[config.mk]
export PLATFORM = sky130hd
export DESIGN_NAME = asrs_rx
export DESIGN_NICKNAME = d
export VERILOG_FILES = /design/src/rtl/asrs_pkg.sv /design/src/rtl/asrs_fifo_if.sv /design/src/rtl/asrs_fifo.sv /design/src/rtl/asrs_rx.sv
export SDC_FILE = /design/constraint.sdc
export NUM_CORES = 1
export LEC_CHECK = 0
export ABC_CLOCK_PERIOD_IN_PS = 4900
export BUFFER_PORTS_ARGS = -buffer_cell sky130_fd_sc_hd__buf_2
export CAP_MARGIN = 40
export CORE_MARGIN = 5
export CORE_UTILIZATION = 45
export CTS_CLUSTER_SIZE = 20
export DETAILED_ROUTE_END_ITERATION = 10
export GPL_TIMING_DRIVEN = 0
export HOLD_SLACK_MARGIN = 0.03
export PLACE_DENSITY = 0.69
export SYNTH_ARGS = -nofsm -noshare
export SYNTH_HDL_FRONTEND = slang
export SYNTH_SLANG_ARGS = --single-unit
[constraint.sdc]
create_clock -name core_clk -period 4.9 [get_ports core_clk]
set_input_delay 1.225 -clock core_clk [delete_from_list [all_inputs] [get_ports core_clk]]
set_output_delay 1.225 -clock core_clk [all_outputs]
set_load 0.02 [all_outputs]
[src/rtl/asrs_pkg.sv]
// Constants and types for the asynchronous serial receive and status block
package asrs_pkg;
  // Register offsets; the channel index is added to each
  localparam logic [7:0] OFS_CTRL_A = 8'h00;
  localparam logic [7:0] OFS_CTRL_B = 8'h02;
  localparam logic [7:0] OFS_STAT   = 8'h04;
  localparam logic [7:0] OFS_TDR    = 8'h06;
  localparam logic [7:0] OFS_RXDATA = 8'h08;
  // Control A fields
  localparam int CA_WAKE    = 7;
  localparam int CA_RX_EN   = 6;
  localparam int CA_TX_EN   = 5;
  localparam int CA_ERR_CLR = 3;
  localparam int CA_PAR_EN  = 2;
  localparam int CA_DATA8   = 1;
  // Control B fields
  localparam int CB_MULTI_FMT = 6;
  localparam int CB_PAR_ODD = 4;
  localparam int CB_DCD_AUTO = 0;
  // Status fields
  localparam int ST_AVAIL    = 7;
  localparam int ST_OVERRUN  = 6;
  localparam int ST_PARERR   = 5;
  localparam int ST_FRMERR   = 4;
  localparam int ST_IRQEN    = 3;
  localparam int ST_BRK   = 2;
  localparam int ST_TDE   = 1;
  // Status FIFO entry fields, above the data byte
  localparam int SF_PARERR = 8;
  localparam int SF_FRMERR = 9;
  localparam int SF_BRK = 10;
  localparam int ENTRY_W = 11;
  // Depths, counts and reset values
  localparam int RX_FIFO_DEPTH = 4;
  localparam int BIT_CYCLES    = 16;
  localparam logic [7:0] CTRL_A_RST = 8'h00;
  localparam logic [7:0] CTRL_B_RST = 8'h00;
  localparam logic [7:0] TDR_RST    = 8'h00;
  // DMA routing codes that claim the receiver
  localparam logic [1:0] DMA_SRC_IO = 2'h3;
  localparam logic [1:0] DMA_ROUTE_RX = 2'h2;
  // Receiver states
  typedef enum logic [5:0] {
    ST_IDLE  = 6'h01,
    ST_START = 6'h02,
    ST_DATA  = 6'h04,
    ST_PAR   = 6'h08,
    ST_WAKE  = 6'h10,
    ST_STOP  = 6'h20
  } asrs_state_t;
endpackage

[src/rtl/asrs_fifo_if.sv]
// Push and pop handshake between receiver and its character FIFO
`timescale 1ns/10ps
interface asrs_fifo_if #(parameter int WIDTH = 11, parameter int DEPTH = 4);
  logic                       in_valid;
  logic                       in_ready;
  logic [WIDTH-1:0]           in_data;
  logic                       out_valid;
  logic                       out_ready;
  logic [WIDTH-1:0]           out_data;
  logic                       flush;
  logic [$clog2(DEPTH+1)-1:0] level;
  modport fifo (input in_valid, in_data, out_ready, flush,
                output in_ready, out_valid, out_data, level);
  modport user (output in_valid, in_data, out_ready, flush,
                input in_ready, out_valid, out_data, level);
endinterface

[src/rtl/asrs_fifo.sv]
// Parameterised FIFO with valid and ready on both sides
`timescale 1ns/10ps
module asrs_fifo #(
  parameter int WIDTH = 11,
  parameter int DEPTH = 4
) (
  // Clock and reset
  input wire logic core_clk,
  input wire logic rst_n,
  // Handshake sides
  asrs_fifo_if.fifo port_if
);
  localparam int PW = (DEPTH > 1) ? $clog2(DEPTH) : 1;
  localparam int CW = $clog2(DEPTH+1);

  logic [WIDTH-1:0] mem [DEPTH];
  logic [PW-1:0]    rd_ptr;
  logic [PW-1:0]    wr_ptr;
  logic [CW-1:0]    cnt;
  logic [PW-1:0]    next_rd_ptr;
  logic [PW-1:0]    next_wr_ptr;
  logic [CW-1:0]    next_cnt;
  logic             do_push;
  logic             do_pop;

  // Honest full and empty
  assign port_if.in_ready  = (cnt != CW'(DEPTH));
  assign port_if.out_valid = (cnt != '0);
  assign port_if.out_data  = mem[rd_ptr];
  assign port_if.level     = cnt;
  assign do_push = port_if.in_valid & port_if.in_ready;
  assign do_pop  = port_if.out_valid & port_if.out_ready;

  // Pointer and count update
  always_comb begin
    next_rd_ptr = rd_ptr;
    next_wr_ptr = wr_ptr;
    next_cnt    = cnt;
    if (port_if.flush) begin
      next_rd_ptr = '0;
      next_wr_ptr = '0;
      next_cnt    = '0;
    end else begin
      if (do_push) begin
        next_wr_ptr = (wr_ptr == PW'(DEPTH-1)) ? '0 : wr_ptr + 1'b1;
      end
      if (do_pop) begin
        next_rd_ptr = (rd_ptr == PW'(DEPTH-1)) ? '0 : rd_ptr + 1'b1;
      end
      next_cnt = cnt + CW'(do_push) - CW'(do_pop);
    end
  end

  // Pointer registers
  always_ff @(posedge core_clk) begin
    if (!rst_n) begin
      rd_ptr <= '0;
      wr_ptr <= '0;
      cnt    <= '0;
    end else begin
      rd_ptr <= next_rd_ptr;
      wr_ptr <= next_wr_ptr;
      cnt    <= next_cnt;
    end
  end

  // Storage
  always_ff @(posedge core_clk) begin
    if (do_push && !port_if.flush) begin
      mem[wr_ptr] <= port_if.in_data;
    end
  end
endmodule

[src/rtl/asrs_rx.sv]
// Serial receive channel with character and status FIFO and register port
`timescale 1ns/10ps
module asrs_rx #(
  parameter int         BIT_CYCLES = asrs_pkg::BIT_CYCLES,
  parameter int         DEPTH      = asrs_pkg::RX_FIFO_DEPTH,
  parameter logic [7:0] CH_INDEX   = 8'h00
) (
  // Clock and reset
  input  wire logic       core_clk,
  input  wire logic       rst_n,
  // I/O register port
  input  wire logic [7:0] io_addr,
  input  wire logic       io_wr,
  input  wire logic       io_rd,
  input  wire logic [7:0] io_wdata,
  output logic      [7:0] io_rdata,
  // Serial line and modem pins
  input  wire logic       serial_rx_input,
  input  wire logic       carrier_detect_ch0_n,
  // System state
  input  wire logic       io_halt_mode,
  // DMA routing
  input  wire logic [1:0] dma_source_mode,
  input  wire logic [1:0] dma_source_route,
  input  wire logic       dma1_io_direction,
  input  wire logic [1:0] dma1_io_route,
  // Transmitter side
  output logic      [7:0] tx_data,
  output logic            tx_data_valid,
  input  wire logic       tx_data_taken,
  output logic            tx_enable,
  output logic            tx_abort,
  // Interrupt request
  output logic            rx_irq_req
);
  localparam int CW = $clog2(DEPTH+1);
  localparam logic [15:0] BIT_LAST = 16'(BIT_CYCLES - 1);
  localparam logic [15:0] BIT_HALF = 16'(BIT_CYCLES / 2);

  // Address match helper
  function automatic logic hit(input logic [7:0] a, input logic [7:0] ofs);
    hit = (a == ofs + CH_INDEX);
  endfunction

  asrs_fifo_if #(.WIDTH(asrs_pkg::ENTRY_W), .DEPTH(DEPTH)) fq ();

  asrs_fifo #(
    .WIDTH (asrs_pkg::ENTRY_W),
    .DEPTH (DEPTH)
  ) u_fifo (
    .core_clk (core_clk),
    .rst_n    (rst_n),
    .port_if  (fq.fifo)
  );

  // Pin synchronisers
  logic rx_s1;
  logic rx_s2;
  logic rx_d;
  logic dcd_s1;
  logic dcd_s2;
  always_ff @(posedge core_clk) begin
    if (!rst_n) begin
      rx_s1  <= 1'b1;
      rx_s2  <= 1'b1;
      rx_d   <= 1'b1;
      dcd_s1 <= 1'b0;
      dcd_s2 <= 1'b0;
    end else begin
      rx_s1  <= serial_rx_input;
      rx_s2  <= rx_s1;
      rx_d   <= rx_s2;
      dcd_s1 <= carrier_detect_ch0_n;
      dcd_s2 <= dcd_s1;
    end
  end

  // Register state
  logic [7:0] control_a_reg;
  logic [7:0] control_b_reg;
  logic [7:0] tdr;
  logic       rx_irq_enable;
  logic       tx_data_empty;
  logic       overrun_flag;
  logic       parity_error_flag;
  logic       framing_error_flag;
  logic       break_flag;
  logic       ovr_pending;
  logic [CW-1:0] ovr_count;
  logic       head_new;
  logic [7:0] next_control_a_reg;
  logic [7:0] next_control_b_reg;
  logic [7:0] next_tdr;
  logic       next_rx_irq_enable;
  logic       next_tx_data_empty;
  logic       next_overrun_flag;
  logic       next_parity_error_flag;
  logic       next_framing_error_flag;
  logic       next_break_flag;
  logic       next_ovr_pending;
  logic [CW-1:0] next_ovr_count;
  logic       next_head_new;
  logic       next_tx_abort;
  logic [7:0] next_io_rdata;

  // Decoded controls
  logic multiproc_wake_enable;
  logic rx_enable;
  logic parity_check_enable;
  logic data8;
  logic multiproc_format_select;
  logic parity_odd_select;
  logic carrier_lost;
  logic flush;
  logic error_flag_clear;
  logic rd_pop;
  logic rx_data_available;
  logic dma_claims_rx;
  assign multiproc_wake_enable   = control_a_reg[asrs_pkg::CA_WAKE];
  assign rx_enable               = control_a_reg[asrs_pkg::CA_RX_EN];
  assign tx_enable               = control_a_reg[asrs_pkg::CA_TX_EN];
  assign parity_check_enable     = control_a_reg[asrs_pkg::CA_PAR_EN];
  assign data8                   = control_a_reg[asrs_pkg::CA_DATA8];
  assign multiproc_format_select = control_b_reg[asrs_pkg::CB_MULTI_FMT];
  assign parity_odd_select       = control_b_reg[asrs_pkg::CB_PAR_ODD];
  assign carrier_lost = (CH_INDEX == 8'h00) && control_b_reg[asrs_pkg::CB_DCD_AUTO]
                        && dcd_s2;
  // Halt mode and lost carrier empty the FIFO and drop all error flags
  assign flush = io_halt_mode | carrier_lost;
  assign error_flag_clear = io_wr && hit(io_addr, asrs_pkg::OFS_CTRL_A)
                            && io_wdata[asrs_pkg::CA_ERR_CLR];
  assign rd_pop = io_rd && hit(io_addr, asrs_pkg::OFS_RXDATA);
  // One pop removes data and status together
  assign fq.out_ready = rd_pop;
  assign fq.flush = flush;
  // Data available follows a non-empty FIFO
  assign rx_data_available = fq.out_valid;
  assign dma_claims_rx = ((dma_source_mode == asrs_pkg::DMA_SRC_IO)
                          && (dma_source_route == asrs_pkg::DMA_ROUTE_RX))
                         || (dma1_io_direction
                          && (dma1_io_route == asrs_pkg::DMA_ROUTE_RX));
  // Interrupt request
  assign rx_irq_req = rx_irq_enable && ((rx_data_available && !dma_claims_rx)
                      || overrun_flag || parity_error_flag || framing_error_flag);

  // Receiver state
  asrs_pkg::asrs_state_t state;
  asrs_pkg::asrs_state_t next_state;
  logic [15:0] baud_cnt;
  logic [15:0] next_baud_cnt;
  logic [2:0]  bit_cnt;
  logic [2:0]  next_bit_cnt;
  logic [7:0]  shift;
  logic [7:0]  next_shift;
  logic        par_bit;
  logic        next_par_bit;
  logic        wake_bit;
  logic        next_wake_bit;
  logic        char_done;
  logic        stop_ok;
  logic [7:0]  rx_char;
  logic        par_err;
  logic        accept;

  // Bit sampling and frame sequencing
  always_comb begin
    next_state    = state;
    next_baud_cnt = baud_cnt;
    next_bit_cnt  = bit_cnt;
    next_shift    = shift;
    next_par_bit  = par_bit;
    next_wake_bit = wake_bit;
    char_done     = 1'b0;
    stop_ok       = 1'b1;
    if (baud_cnt != 16'h0000) begin
      next_baud_cnt = baud_cnt - 16'h0001;
    end
    case (state)
      asrs_pkg::ST_IDLE: begin
        if (rx_enable && rx_d && !rx_s2) begin
          next_state    = asrs_pkg::ST_START;
          next_baud_cnt = BIT_HALF;
        end
      end
      asrs_pkg::ST_START: begin
        if (baud_cnt == 16'h0000) begin
          next_state    = rx_s2 ? asrs_pkg::ST_IDLE : asrs_pkg::ST_DATA;
          next_baud_cnt = BIT_LAST;
          next_bit_cnt  = 3'h0;
        end
      end
      asrs_pkg::ST_DATA: begin
        if (baud_cnt == 16'h0000) begin
          next_shift    = {rx_s2, shift[7:1]};
          next_baud_cnt = BIT_LAST;
          next_bit_cnt  = bit_cnt + 3'h1;
          if (bit_cnt == (data8 ? 3'h7 : 3'h6)) begin
            next_state = parity_check_enable ? asrs_pkg::ST_PAR
                       : (multiproc_format_select ? asrs_pkg::ST_WAKE : asrs_pkg::ST_STOP);
          end
        end
      end
      asrs_pkg::ST_PAR: begin
        if (baud_cnt == 16'h0000) begin
          next_par_bit  = rx_s2;
          next_baud_cnt = BIT_LAST;
          next_state    = multiproc_format_select ? asrs_pkg::ST_WAKE : asrs_pkg::ST_STOP;
        end
      end
      asrs_pkg::ST_WAKE: begin
        if (baud_cnt == 16'h0000) begin
          next_wake_bit = rx_s2;
          next_baud_cnt = BIT_LAST;
          next_state    = asrs_pkg::ST_STOP;
        end
      end
      asrs_pkg::ST_STOP: begin
        if (baud_cnt == 16'h0000) begin
          char_done  = 1'b1;
          stop_ok    = rx_s2;
          next_state = asrs_pkg::ST_IDLE;
        end
      end
      default: begin
        next_state = asrs_pkg::ST_IDLE;
      end
    endcase
    if (!rx_enable) begin
      next_state = asrs_pkg::ST_IDLE;
    end
  end

  // Receiver registers
  always_ff @(posedge core_clk) begin
    if (!rst_n) begin
      state    <= asrs_pkg::ST_IDLE;
      baud_cnt <= 16'h0000;
      bit_cnt  <= 3'h0;
      shift    <= 8'h00;
      par_bit  <= 1'b0;
      wake_bit <= 1'b0;
    end else begin
      state    <= next_state;
      baud_cnt <= next_baud_cnt;
      bit_cnt  <= next_bit_cnt;
      shift    <= next_shift;
      par_bit  <= next_par_bit;
      wake_bit <= next_wake_bit;
    end
  end

  // Finished character and its status entry
  assign rx_char = data8 ? shift : {1'b0, shift[7:1]};
  assign par_err = parity_check_enable && ((^rx_char ^ par_bit) != parity_odd_select);
  assign accept  = !(multiproc_format_select && multiproc_wake_enable && !wake_bit);
  // Errored characters still load; overrun drops until the flag sets
  assign fq.in_valid = char_done && accept && !ovr_pending && !flush;
  assign fq.in_data  = {(rx_char == 8'h00) && !stop_ok && !par_bit,
                        !stop_ok, par_err, rx_char};

  // Register file and flag updates
  always_comb begin
    next_control_a_reg      = control_a_reg;
    next_control_b_reg      = control_b_reg;
    next_tdr                = tdr;
    next_rx_irq_enable      = rx_irq_enable;
    next_tx_data_empty      = tx_data_empty;
    next_overrun_flag       = overrun_flag;
    next_parity_error_flag  = parity_error_flag;
    next_framing_error_flag = framing_error_flag;
    next_break_flag         = break_flag;
    next_ovr_pending        = ovr_pending;
    next_ovr_count          = ovr_count;
    next_io_rdata           = io_rdata;
    next_tx_abort           = 1'b0;
    // Head changes on a push into empty or a pop that leaves a char behind
    next_head_new = !flush && ((fq.in_valid && !fq.out_valid)
                    || (rd_pop && ((fq.level > CW'(1)) || fq.in_valid)));
    if (io_wr) begin
      if (hit(io_addr, asrs_pkg::OFS_CTRL_A)) begin
        next_control_a_reg = io_wdata & ~(8'h01 << asrs_pkg::CA_ERR_CLR);
        // Dropping transmit enable aborts; the empty flag is untouched
        next_tx_abort = tx_enable && !io_wdata[asrs_pkg::CA_TX_EN];
      end
      if (hit(io_addr, asrs_pkg::OFS_CTRL_B)) begin
        next_control_b_reg = io_wdata;
      end
      if (hit(io_addr, asrs_pkg::OFS_STAT)) begin
        next_rx_irq_enable = io_wdata[asrs_pkg::ST_IRQEN];
      end
      if (hit(io_addr, asrs_pkg::OFS_TDR)) begin
        next_tdr           = io_wdata;
        next_tx_data_empty = 1'b0;
      end
    end
    if (tx_data_taken && tx_data_valid) begin
      next_tx_data_empty = 1'b1;
    end
    // Error clears, then sets; a same-cycle head change ORs its entry onto the old flags, undoing the clear
    if (error_flag_clear || flush) begin
      next_overrun_flag       = 1'b0;
      next_parity_error_flag  = 1'b0;
      next_framing_error_flag = 1'b0;
      next_break_flag         = 1'b0;
    end
    if (head_new && fq.out_valid && !flush) begin
      next_parity_error_flag  = parity_error_flag | fq.out_data[asrs_pkg::SF_PARERR];
      next_framing_error_flag = framing_error_flag | fq.out_data[asrs_pkg::SF_FRMERR];
      next_break_flag         = break_flag | fq.out_data[asrs_pkg::SF_BRK];
    end
    // Overrun: remember how many chars stand ahead of the lost one
    if (flush) begin
      next_ovr_pending = 1'b0;
    end else if (ovr_pending) begin
      if (ovr_count <= CW'(1)) begin
        next_overrun_flag = 1'b1;
        next_ovr_pending  = 1'b0;
      end else if (rd_pop) begin
        next_ovr_count = ovr_count - CW'(1);
      end
    end else if (char_done && accept && !fq.in_ready) begin
      next_ovr_pending = 1'b1;
      next_ovr_count   = fq.level - CW'(rd_pop);
    end
    if (flush) begin
      next_control_a_reg[asrs_pkg::CA_RX_EN] = 1'b0;
      next_control_a_reg[asrs_pkg::CA_TX_EN] = 1'b0;
      next_tx_abort = tx_enable;
    end
    // Read data; a transmit data read changes nothing else
    if (io_rd) begin
      next_io_rdata = 8'h00;
      if (hit(io_addr, asrs_pkg::OFS_CTRL_A)) begin
        next_io_rdata = control_a_reg;
      end
      if (hit(io_addr, asrs_pkg::OFS_CTRL_B)) begin
        next_io_rdata = control_b_reg;
      end
      if (hit(io_addr, asrs_pkg::OFS_TDR)) begin
        next_io_rdata = tdr;
      end
      if (hit(io_addr, asrs_pkg::OFS_RXDATA)) begin
        next_io_rdata = fq.out_valid ? fq.out_data[7:0] : 8'h00;
      end
      if (hit(io_addr, asrs_pkg::OFS_STAT)) begin
        next_io_rdata[asrs_pkg::ST_AVAIL]   = rx_data_available;
        next_io_rdata[asrs_pkg::ST_OVERRUN] = overrun_flag;
        next_io_rdata[asrs_pkg::ST_PARERR]  = parity_error_flag;
        next_io_rdata[asrs_pkg::ST_FRMERR]  = framing_error_flag;
        next_io_rdata[asrs_pkg::ST_IRQEN]   = rx_irq_enable;
        next_io_rdata[asrs_pkg::ST_BRK]  = break_flag;
        next_io_rdata[asrs_pkg::ST_TDE]  = tx_data_empty;
      end
    end
  end

  // Register file flops; reset clears wake enable and all error flags, and sets transmit data empty
  always_ff @(posedge core_clk) begin
    if (!rst_n) begin
      control_a_reg      <= asrs_pkg::CTRL_A_RST;
      control_b_reg      <= asrs_pkg::CTRL_B_RST;
      tdr                <= asrs_pkg::TDR_RST;
      rx_irq_enable      <= 1'b0;
      tx_data_empty      <= 1'b1;
      overrun_flag       <= 1'b0;
      parity_error_flag  <= 1'b0;
      framing_error_flag <= 1'b0;
      break_flag         <= 1'b0;
      ovr_pending        <= 1'b0;
      ovr_count          <= '0;
      head_new           <= 1'b0;
      tx_abort           <= 1'b0;
      io_rdata           <= 8'h00;
    end else begin
      control_a_reg      <= next_control_a_reg;
      control_b_reg      <= next_control_b_reg;
      tdr                <= next_tdr;
      rx_irq_enable      <= next_rx_irq_enable;
      tx_data_empty      <= next_tx_data_empty;
      overrun_flag       <= next_overrun_flag;
      parity_error_flag  <= next_parity_error_flag;
      framing_error_flag <= next_framing_error_flag;
      break_flag         <= next_break_flag;
      ovr_pending        <= next_ovr_pending;
      ovr_count          <= next_ovr_count;
      head_new           <= next_head_new;
      tx_abort           <= next_tx_abort;
      io_rdata           <= next_io_rdata;
    end
  end

  // Transmit handoff
  assign tx_data       = tdr;
  assign tx_data_valid = tx_enable && !tx_data_empty;
endmodule

==> run metrics, run 1 <==
router iterations before antenna repair 5; CP max stage delay 0.34 ns; most flop-heavy register u_fifo.mem; total grt overflow 0; number of global-route vias before repair 5059; Total Wirelength 16100 um; WS Path Type input port to output pin; TritonCTS Buffers 17; wire per inst 18.2 um; GR Layer Usage met3 0.0385; post-synthesis instance area 6460 um^2; Area Growth Syn to Fin 16.4%; Initial Utilization 0.462; Rows 43; Pins Over Slew Limit 0; Critical Path End rx_irq_req; DRC 0; clock-pin slew on the worst setup and hold paths 0.06 ns; Buf/Inv on CP 2; clock skew 0.00851 ns; H-tree levels 4; RSZ-0062 raised after global routing no; largest area contributor in the netlist dfxtp_1; busiest grt layer met2; CTS Hold Bufs 0; Antenna diodes 0; largest net degree at the start of global routing 17; Crit Path Max Fanout 1; critical path launch point type input port; FF+latch count, synth 136; remaining antenna violation count 0; top cells by instance count after synthesis 92 x dfxtp_1, 66 x nor2_1, 49 x nand2_1, 44 x edfxtp_1, 37 x mux2i_1; FF-to-FF setup slack 1.91 ns; relative slew slack 0.437; Nets 742; worst min-delay path class register to register; Crit path top cell by count buf_2; synth top area cells dfxtp_1 28%, edfxtp_1 20%, mux2i_1 5.7%; CP Launch Point dma_source_route[0]; fmax 291 MHz; setup tns final 0 ns; Ys Warns 0; Worst path depth 6; number of buffers added on ports 48; Mapped Cells 623; R2R cell count 7; FF-to-FF End u_fifo.mem[0][0]; gr usage total 0.201; Mapped Nets 675; CP cell instances buf_2 -> nand4b_1 -> o21ai_0 -> nor2_1 -> o41a_1 -> buf_2; biggest regs u_fifo.mem: 44 flops, baud_cnt: 16 flops; io pins 51; Critical Path RT 3.67 ns; Yosys cell types 70; Core Area 14000 um^2; post-cts resize count 0; max_cap viols 0; Sink Count 136; Worst R2R Start baud_cnt[7]; Via density 5.62; die width 130 um; crit share post-route 0.701; Leak 3.09 nW; most common cell in the netlist dfxtp_1; via total after detailed routing 4966; initial antenna violation count 0; RePlAce Congestion 0.918; sequential share of the synthesized area 0.489; Initial DRC Count 342; Hold Crit Depth 1; Async S/R FF share, synth 0; share of the synthesized area in the top cell type 0.285; share of layout cells above drive strength 1 0.168; Worst Path Arrival 2.21 ns; CTS max path bufs 2; die area 16900 um^2; # setup viols final 0; met1 Resource Use GR 0.271; root buf cell clkbuf_16; die height 130 um; total power 3.05 mW; CTS tree yes; PwrDens 406 nW/um^2; Max IR drop VDD 0.220 mV; Slew @ Worst Pin 0.843 ns; status complete, no violations; Fin. Hold Viols 0; Post-DP HPWL 11600 um; min Tclk post-route 3.43 ns; Clock Latency Late Sink 0.42 ns; Largest delay share family, worst path compound AO/OA/AOI/OAI gates; Avg Inst Size Synth 10.4 um^2; Largest register FFs 44; first-pass GRT wire length 26100 um; number of synthesized flops with an enable pin 44; Critical-path top delay cell o41a_1; Setup Buffers After CTS 0; kind of end point of the critical path output pin; Top FF cell, synth dfxtp_1; M2 GR Usage 0.316
layer usage:
layer,part of all wire,routed length [um],vias up
li1,-,-,2388
met1,0.46,7470,2403
met2,0.46,7480,145
met3,0.047,750,30
met4,0.024,383,0
met5,0,0,-
through the flow:
stage,util,instance area (um^2),worst slack (ns),hold slack (ns),cells
floorplan,-,6460,1.43,0.386,623
global placement,0.495,6930,1.03,0.400,851
detailed placement,0.495,6930,1.03,0.396,851
CTS,0.538,7520,1.46,0.428,883
global route,0.538,7520,1.28,0.464,883
finish,0.538,7520,1.47,0.419,883
where the power goes:
part           leakage (nW)  internal [mW]  total, mW  switching, mW
clock                 0.287          0.814       1.29          0.479
combinational          1.61          0.194      0.475          0.281
sequential             1.19           1.22       1.28         0.0653
total                  3.09           2.23       3.05          0.826
layout by cell type (no fill, tap or decap), types with 3 or more instances in the layout:
cell type,n
a22oi_1,9
nor2_1,66
dfxtp_1,92
or3_1,4
clkbuf_16,17
xnor2_1,11
xor2_1,9
or4_1,5
and3b_1,3
o211ai_1,4
mux2_2,7
and2_1,8
bufinv_16,3
nor3_1,14
clkbuf_1,25
nor4_1,6
nor2b_1,9
nor3_4,3
nand3b_1,5
edfxtp_1,44
mux2i_1,37
nand3_1,18
nand2b_1,9
and3_1,8
nand4_1,6
mux4_2,11
a21boi_0,3
ha_1,20
a221oi_1,5
o31ai_1,3
a21oi_1,33
buf_2,54
a31oi_1,4
nor3b_1,6
o21ai_0,19
inv_1,24
nand2_1,49
cell families after synthesis:
family,count (synthesis),share of synthesized area
XOR/XNOR,20,0.0271
multiplexers,55,0.108
flip-flops,136,0.489
buffers and inverters,57,0.0368
AO/OA/AOI/OAI,101,0.101
adder cells (fa/ha/maj),21,0.0418
AND/OR/NAND/NOR,233,0.196
cell type report:
cell class / count / area (um^2)
Sequential cell: 136 / 3160
Clock inverter: 11 / 145
Fill cell: 1202 / 6460
Timing Repair Buffer: 48 / 240
Multi-Input combinational cell: 430 / 3060
Clock buffer: 21 / 450
Inverter: 25 / 93.8
Tap cell: 180 / 225
Buffer: 32 / 144
how the worst min path moves through the flow:
stage                from     to  slack (ns)
CTS                 rx_s1  rx_s2        0.43
global route        rx_s1  rx_s2        0.46
finish              rx_s1  rx_s2        0.42
global placement    rx_s1  rx_s2        0.40
detailed placement  rx_s1  rx_s2        0.40
floorplan           rx_s1  rx_s2        0.39
Note: power is estimated with default switching activity, not from simulation.
==> run 2, diff against run 1 <==
- ABC_CLOCK_PERIOD_IN_PS: 4900 -> 2950
- PLACE_DENSITY: 0.69 -> 0.71
- clock period: 4.9 -> 2.95 ns (I/O delays scaled with it)
==> run metrics, run 2 (synthesis gave the netlist of run 1 again) <==
status complete, no violations; Clock Latency Late Sink 0.43 ns; Multi-input gate area 3080 um^2; worst hold endpoint rx_s2; via total after detailed routing 5073; initial antenna violation count 0; Nets 744; Antenna diodes 0; Core Area 14000 um^2; Critical Path RT 2.21 ns; most common cell after layout, fill and taps aside dfxtp_1; FF+latch area 3160 um^2; HP Start rx_s1; root buf cell clkbuf_16; critical path launch point type register; io pins 51; total power 5.08 mW; RePlAce Congestion 0.882; Area Growth Syn to Fin 17.1%; Fin. Hold Viols 0; Via density 5.73; die height 130 um; min Tclk post-route 2.87 ns; FF-to-FF End u_fifo.port_if.level[1]; kind of end point of the critical path output pin; placed cells 852; Leak 3.11 nW; Pins Over Slew Limit 0; worst min-delay path class register to register; hold slack final 0.410 ns; Largest register FFs 44; most flop-heavy register u_fifo.mem; setup tns final 0 ns; Rows 43; total grt overflow 0; die area 16900 um^2; die width 130 um; fmax 349 MHz; commonest non-fill, non-tap cells in the layout 92 x dfxtp_1, 66 x nor2_1, 54 x buf_2, 49 x nand2_1, 44 x edfxtp_1; largest net degree at the start of global routing 17; CTS tree yes; share of layout cells above drive strength 1 0.183; WS Path Type register to output pin; R2R cell count 9; Crit Path Max Fanout 6; remaining antenna violation count 0; number of buffers added on ports 48; clock-pin slew on the worst setup and hold paths 0.06 ns; RSZ-0062 raised after global routing no; Post-DP HPWL 11700 um; Fillers 1229; number of global-route vias before repair 4990; H-tree levels 4; FF-to-FF setup slack 0.25 ns; router iterations before antenna repair 5; Worst R2R Start state[5]; Final Non-Filler Cells 885; biggest regs u_fifo.mem: 44 flops, baud_cnt: 16 flops; crit share post-route 0.971; Slew @ Worst Pin 0.704 ns; first-pass GRT wire length 25700 um; relative slew slack 0.527; Max IR drop VDD 0.472 mV; CTS Hold Bufs 0; clock skew 0.00792 ns; max_cap viols 0; Initial Utilization 0.462; wire per inst 18.3 um; Total Wirelength 16200 um; PwrDens 671 nW/um^2; Hold Crit Depth 1; # setup viols final 0; Initial DRC Count 540; Core Util, Final 0.541; DRC 0; Sink Count 136; CTS max path bufs 2; TritonCTS Buffers 17; gr usage total 0.199; Worst Path Arrival 2.13 ns
[run 2: timing repair]
action	CTS	global route
buffers inserted	1	0
pin swaps	1	0
setup endpoints to repair	2	46
resized for setup	0	6
[run 2: how the worst max path moves through the flow]
stage	startpoint	endpoint
floorplan	io_addr[5]	u_fifo.port_if.level[1]
global placement	io_addr[5]	u_fifo.port_if.level[1]
detailed placement	io_addr[5]	u_fifo.port_if.level[1]
CTS	baud_cnt[7]	u_fifo.mem[2][5]
global route	u_fifo.port_if.level[1]	rx_irq_req
finish	u_fifo.port_if.level[1]	rx_irq_req
[run 2: cell type report]
type	instances	share of cell area
inverter	25	0.0124
tap	180	0.0298
sequential	136	0.418
clock buffer	17	0.0562
multi-input combinational	430	0.407
timing repair buffer	50	0.0337
buffer	32	0.0195
clock inverter	15	0.0230
[run 2: critical path, stage by stage, from the launching register on]
cell,delay [ns]
dfxtp_1,0.38
nor3_1,0.61
nor2_1,0.17
o41a_1,0.37
buf_2,0.17
[run 2: stage by stage]
step	setup WS, ns	area, um^2
2_1_floorplan	-0.0250	6470
3_3_place_gp	-0.392	6930
3_5_place_dp	-0.486	6940
4_1_cts	0.0487	7550
5_1_grt	0.00794	7570
6_report	0.0850	7570
[run 2: report_power, final]
group	internal (mW)	switching, mW	total [mW]	leakage, nW
registers	2.02	0.108	2.13	1.19
clock network	1.33	0.823	2.15	0.287
logic	0.329	0.465	0.794	1.63
total	3.68	1.40	5.08	3.11
[run 2: metal layers]
| metal | global-route usage | share of wire | vias up |
|---|---|---|---|
| met3 | 0.0524 | 0.076 | 26 |
| met1 | 0.256 | 0.43 | 2459 |
| li1 | - | - | 2407 |
| met5 | 0 | 0 | - |
| met2 | 0.326 | 0.47 | 181 |
| met4 | 0.0691 | 0.020 | 0 |
==> run 3, diff against run 2 <==
- ABC_CLOCK_PERIOD_IN_PS: 2950 -> unset
- SYNTH_HIERARCHICAL: unset -> 1
==> run metrics, run 3 <==
status complete, but fails checks; violated checks negative setup slack; placed cells 855; Max IR drop VDD 0.491 mV; Sw Share 0.292; via total after detailed routing 5107; min Tclk post-route 2.97 ns; largest area contributor in the netlist dfxtp_1; Final Non-Filler Cells 896; die area 16600 um^2; Final Worst Setup Slack -0.0152 ns; crit share post-route 1.01; Critical Path End u_fifo/port_if.level[2]; Yosys cell types 66; Crit Path Max Fanout 2; R2R cell count 14; max_cap viols 0; kind of end point of the critical path register; Nets 754; Core Area 13800 um^2; clock skew 0.00696 ns; CTS tree yes; Crit path top cell by count inv_1; most flop-heavy register u_fifo/mem; Async S/R FF share, synth 0; Worst R2R Start baud_cnt[9]; Initial DRC Count 374; CP max stage delay 0.53 ns; TritonCTS Buffers 17; Reg power frac 0.414; gr usage total 0.201; PwrDens 673 nW/um^2; largest net degree at the start of global routing 17; wire per inst 18.1 um; router iterations before antenna repair 5; Top FF cell, synth dfxtp_1; Avg Inst Size Synth 10.2 um^2; synth top area cells dfxtp_1 29%, edfxtp_1 21%, mux2i_1 4.6%; top cells by instance count after synthesis 92 x dfxtp_1, 67 x nand2_1, 53 x nor2_1, 44 x a21oi_1, 44 x edfxtp_1; die width 129 um; sequential share of the synthesized area 0.499; Worst path depth 14; Largest register FFs 44; total grt overflow 0; Area Growth Syn to Fin 19.9%; Ys Warns 6; CTS max path bufs 2; Critical Path RT 3.30 ns; RSZ-0062 raised after global routing yes; relative slew slack 0.503; FF+latch count, synth 136; most common cell after layout, fill and taps aside dfxtp_1; Worst Path Arrival 3.32 ns; Sink Count 136; most common cell in the netlist dfxtp_1; share of layout cells above drive strength 1 0.204; number of buffers added on ports 49; die height 129 um; Total Wirelength 16300 um; DRC 0; Rows 43; clock-pin slew on the worst setup and hold paths 0.06 ns; Buf/Inv on CP 3; Combinational Power Share 0.177; Fillers 1165; # setup viols final 1; initial antenna violation count 1; fmax 337 MHz; Core Util, Final 0.550; share of the synthesized area in the top cell type 0.290; post-synthesis instance area 6340 um^2; Largest delay share family, worst path simple AND/OR/NAND/NOR gates; Via density 5.70; io pins 51; clock network power share 0.410; internal power 3.62 mW; RePlAce Congestion 0.897; WS Path Type register to register; critical path launch point type register; Post-DP HPWL 11600 um; FF-to-FF End u_fifo/port_if.level[2]; FF-to-FF setup slack -0.02 ns; number of synthesized flops with an enable pin 44; CP cell instances or4_4 -> or2_4 -> nor3_4 -> inv_4 -> nor4_4 -> nand2_4 -> ha_4 -> inv_1 -> ha_1 -> inv_1 -> fa_2 -> xor2_2 -> and2_4 -> nor3_2; root buf cell clkbuf_16; Fin. Hold Viols 0; Leak 2.86 nW; worst min-delay path class register to register; Mapped Cells 621; commonest non-fill, non-tap cells in the layout 89 x dfxtp_1, 67 x nand2_1, 53 x nor2_1, 51 x buf_2, 44 x edfxtp_1; Switch Pwr 1.49 mW; Antenna diodes 0; Pins Over Slew Limit 0; Critical-path top delay cell or4_4; number of global-route vias before repair 5203; remaining antenna violation count 0; CP Launch Point baud_cnt[9]; first-pass GRT wire length 26200 um; biggest regs u_fifo/mem: 44 flops, baud_cnt: 16 flops; Slew @ Worst Pin 0.746 ns; Clock Latency Late Sink 0.42 ns; H-tree levels 4; Initial Utilization 0.459; Mapped Nets 672
run 3: changes by cell type after synthesis, sizes merged, moves of 6 or more:
cell,change
nand2,+18
nor2,-12
a21oi,+10
mux2i,-8
a22o,+6
a31oi,+6
nand3,-6
nand4b,+6
run 3: worst min path at each step:
stage	startpoint	to	slack [ns]	cells past startpoint
2_1_floorplan	rx_s1	rx_s2	0.39	1
3_3_place_gp	rx_s1	rx_s2	0.39	1
3_5_place_dp	rx_s1	rx_s2	0.39	1
4_1_cts	rx_s1	rx_s2	0.41	1
5_1_grt	rx_s1	rx_s2	0.43	1
6_report	rx_s1	rx_s2	0.41	1
run 3: cells by family after synthesis:
kind of cell,Yosys count,synth area share
AO/OA/AOI/OAI,118,0.117
XOR/XNOR,19,0.0262
adder cells (fa/ha/maj),20,0.0406
buffers and inverters,55,0.0335
flip-flops,136,0.499
multiplexers,47,0.0973
AND/OR/NAND/NOR,226,0.187
run 3: what timing repair did:
| action | in CTS | in global routing |
|---|---|---|
| hold buffers | 0 | 0 |
| endpoints found under the hold margin | 0 | 0 |
| buffers inserted | 8 | 2 |
| resized for setup | 7 | 4 |
| setup endpoints to repair | 33 | 24 |
| pin swaps | 7 | 4 |
run 3: routing by layer:
| layer | track usage | wire length (um) | vias to the layer above |
|---|---|---|---|
| li1 | - | - | 2421 |
| met1 | 0.254 | 6960 | 2486 |
| met2 | 0.328 | 8000 | 161 |
| met3 | 0.0523 | 954 | 37 |
| met4 | 0.0859 | 333 | 2 |
| met5 | 0 | 20 | - |
run 3: cell type report:
type	count	area (um^2)	share of cell area
flip-flops and latches	136	3170	0.417
multi-input cells	430	3050	0.401
clock buffers	17	425	0.0560
repair buffers	64	363	0.0477
well taps	180	225	0.0296
clock inverters	15	160	0.0211
inverters	28	108	0.0142
plain buffers	26	103	0.0135
run 3: through the flow:
step           hold WS [ns]  TNS (ns)  power (mW)  setup WS [ns]  instance area, um^2
3_5_place_dp          0.392    -11.42        2.96         -0.721                 6910
5_1_grt               0.432    -0.282        5.35         -0.160                 7600
2_1_floorplan         0.386     -8.66        2.77         -0.193                 6380
3_3_place_gp          0.390    -48.96        2.93          -1.08                 6850
6_report              0.407   -0.0152        5.12        -0.0152                 7600
4_1_cts               0.408    -0.191        5.14         -0.182                 7570
run 3: worst register-to-register path, stage by stage, from the launching register on:
cell and delay (ns):
dfxtp_2 0.32, or4_4 0.53, or2_4 0.26, nor3_4 0.19
inv_4 0.06, nor4_4 0.20, nand2_4 0.09, ha_4 0.22
inv_1 0.05, ha_1 0.13, inv_1 0.05, fa_2 0.36
xor2_2 0.17, and2_4 0.18, nor3_2 0.09
run 3: power by group through the flow:
stage	registers [mW]	logic, mW	clock network (mW)
after floorplan	2.13	0.637	0
after global placement	2.14	0.785	0
after detailed placement	2.15	0.808	0
after CTS	2.11	0.892	2.14
after global routing	2.13	0.997	2.23
final	2.12	0.903	2.10
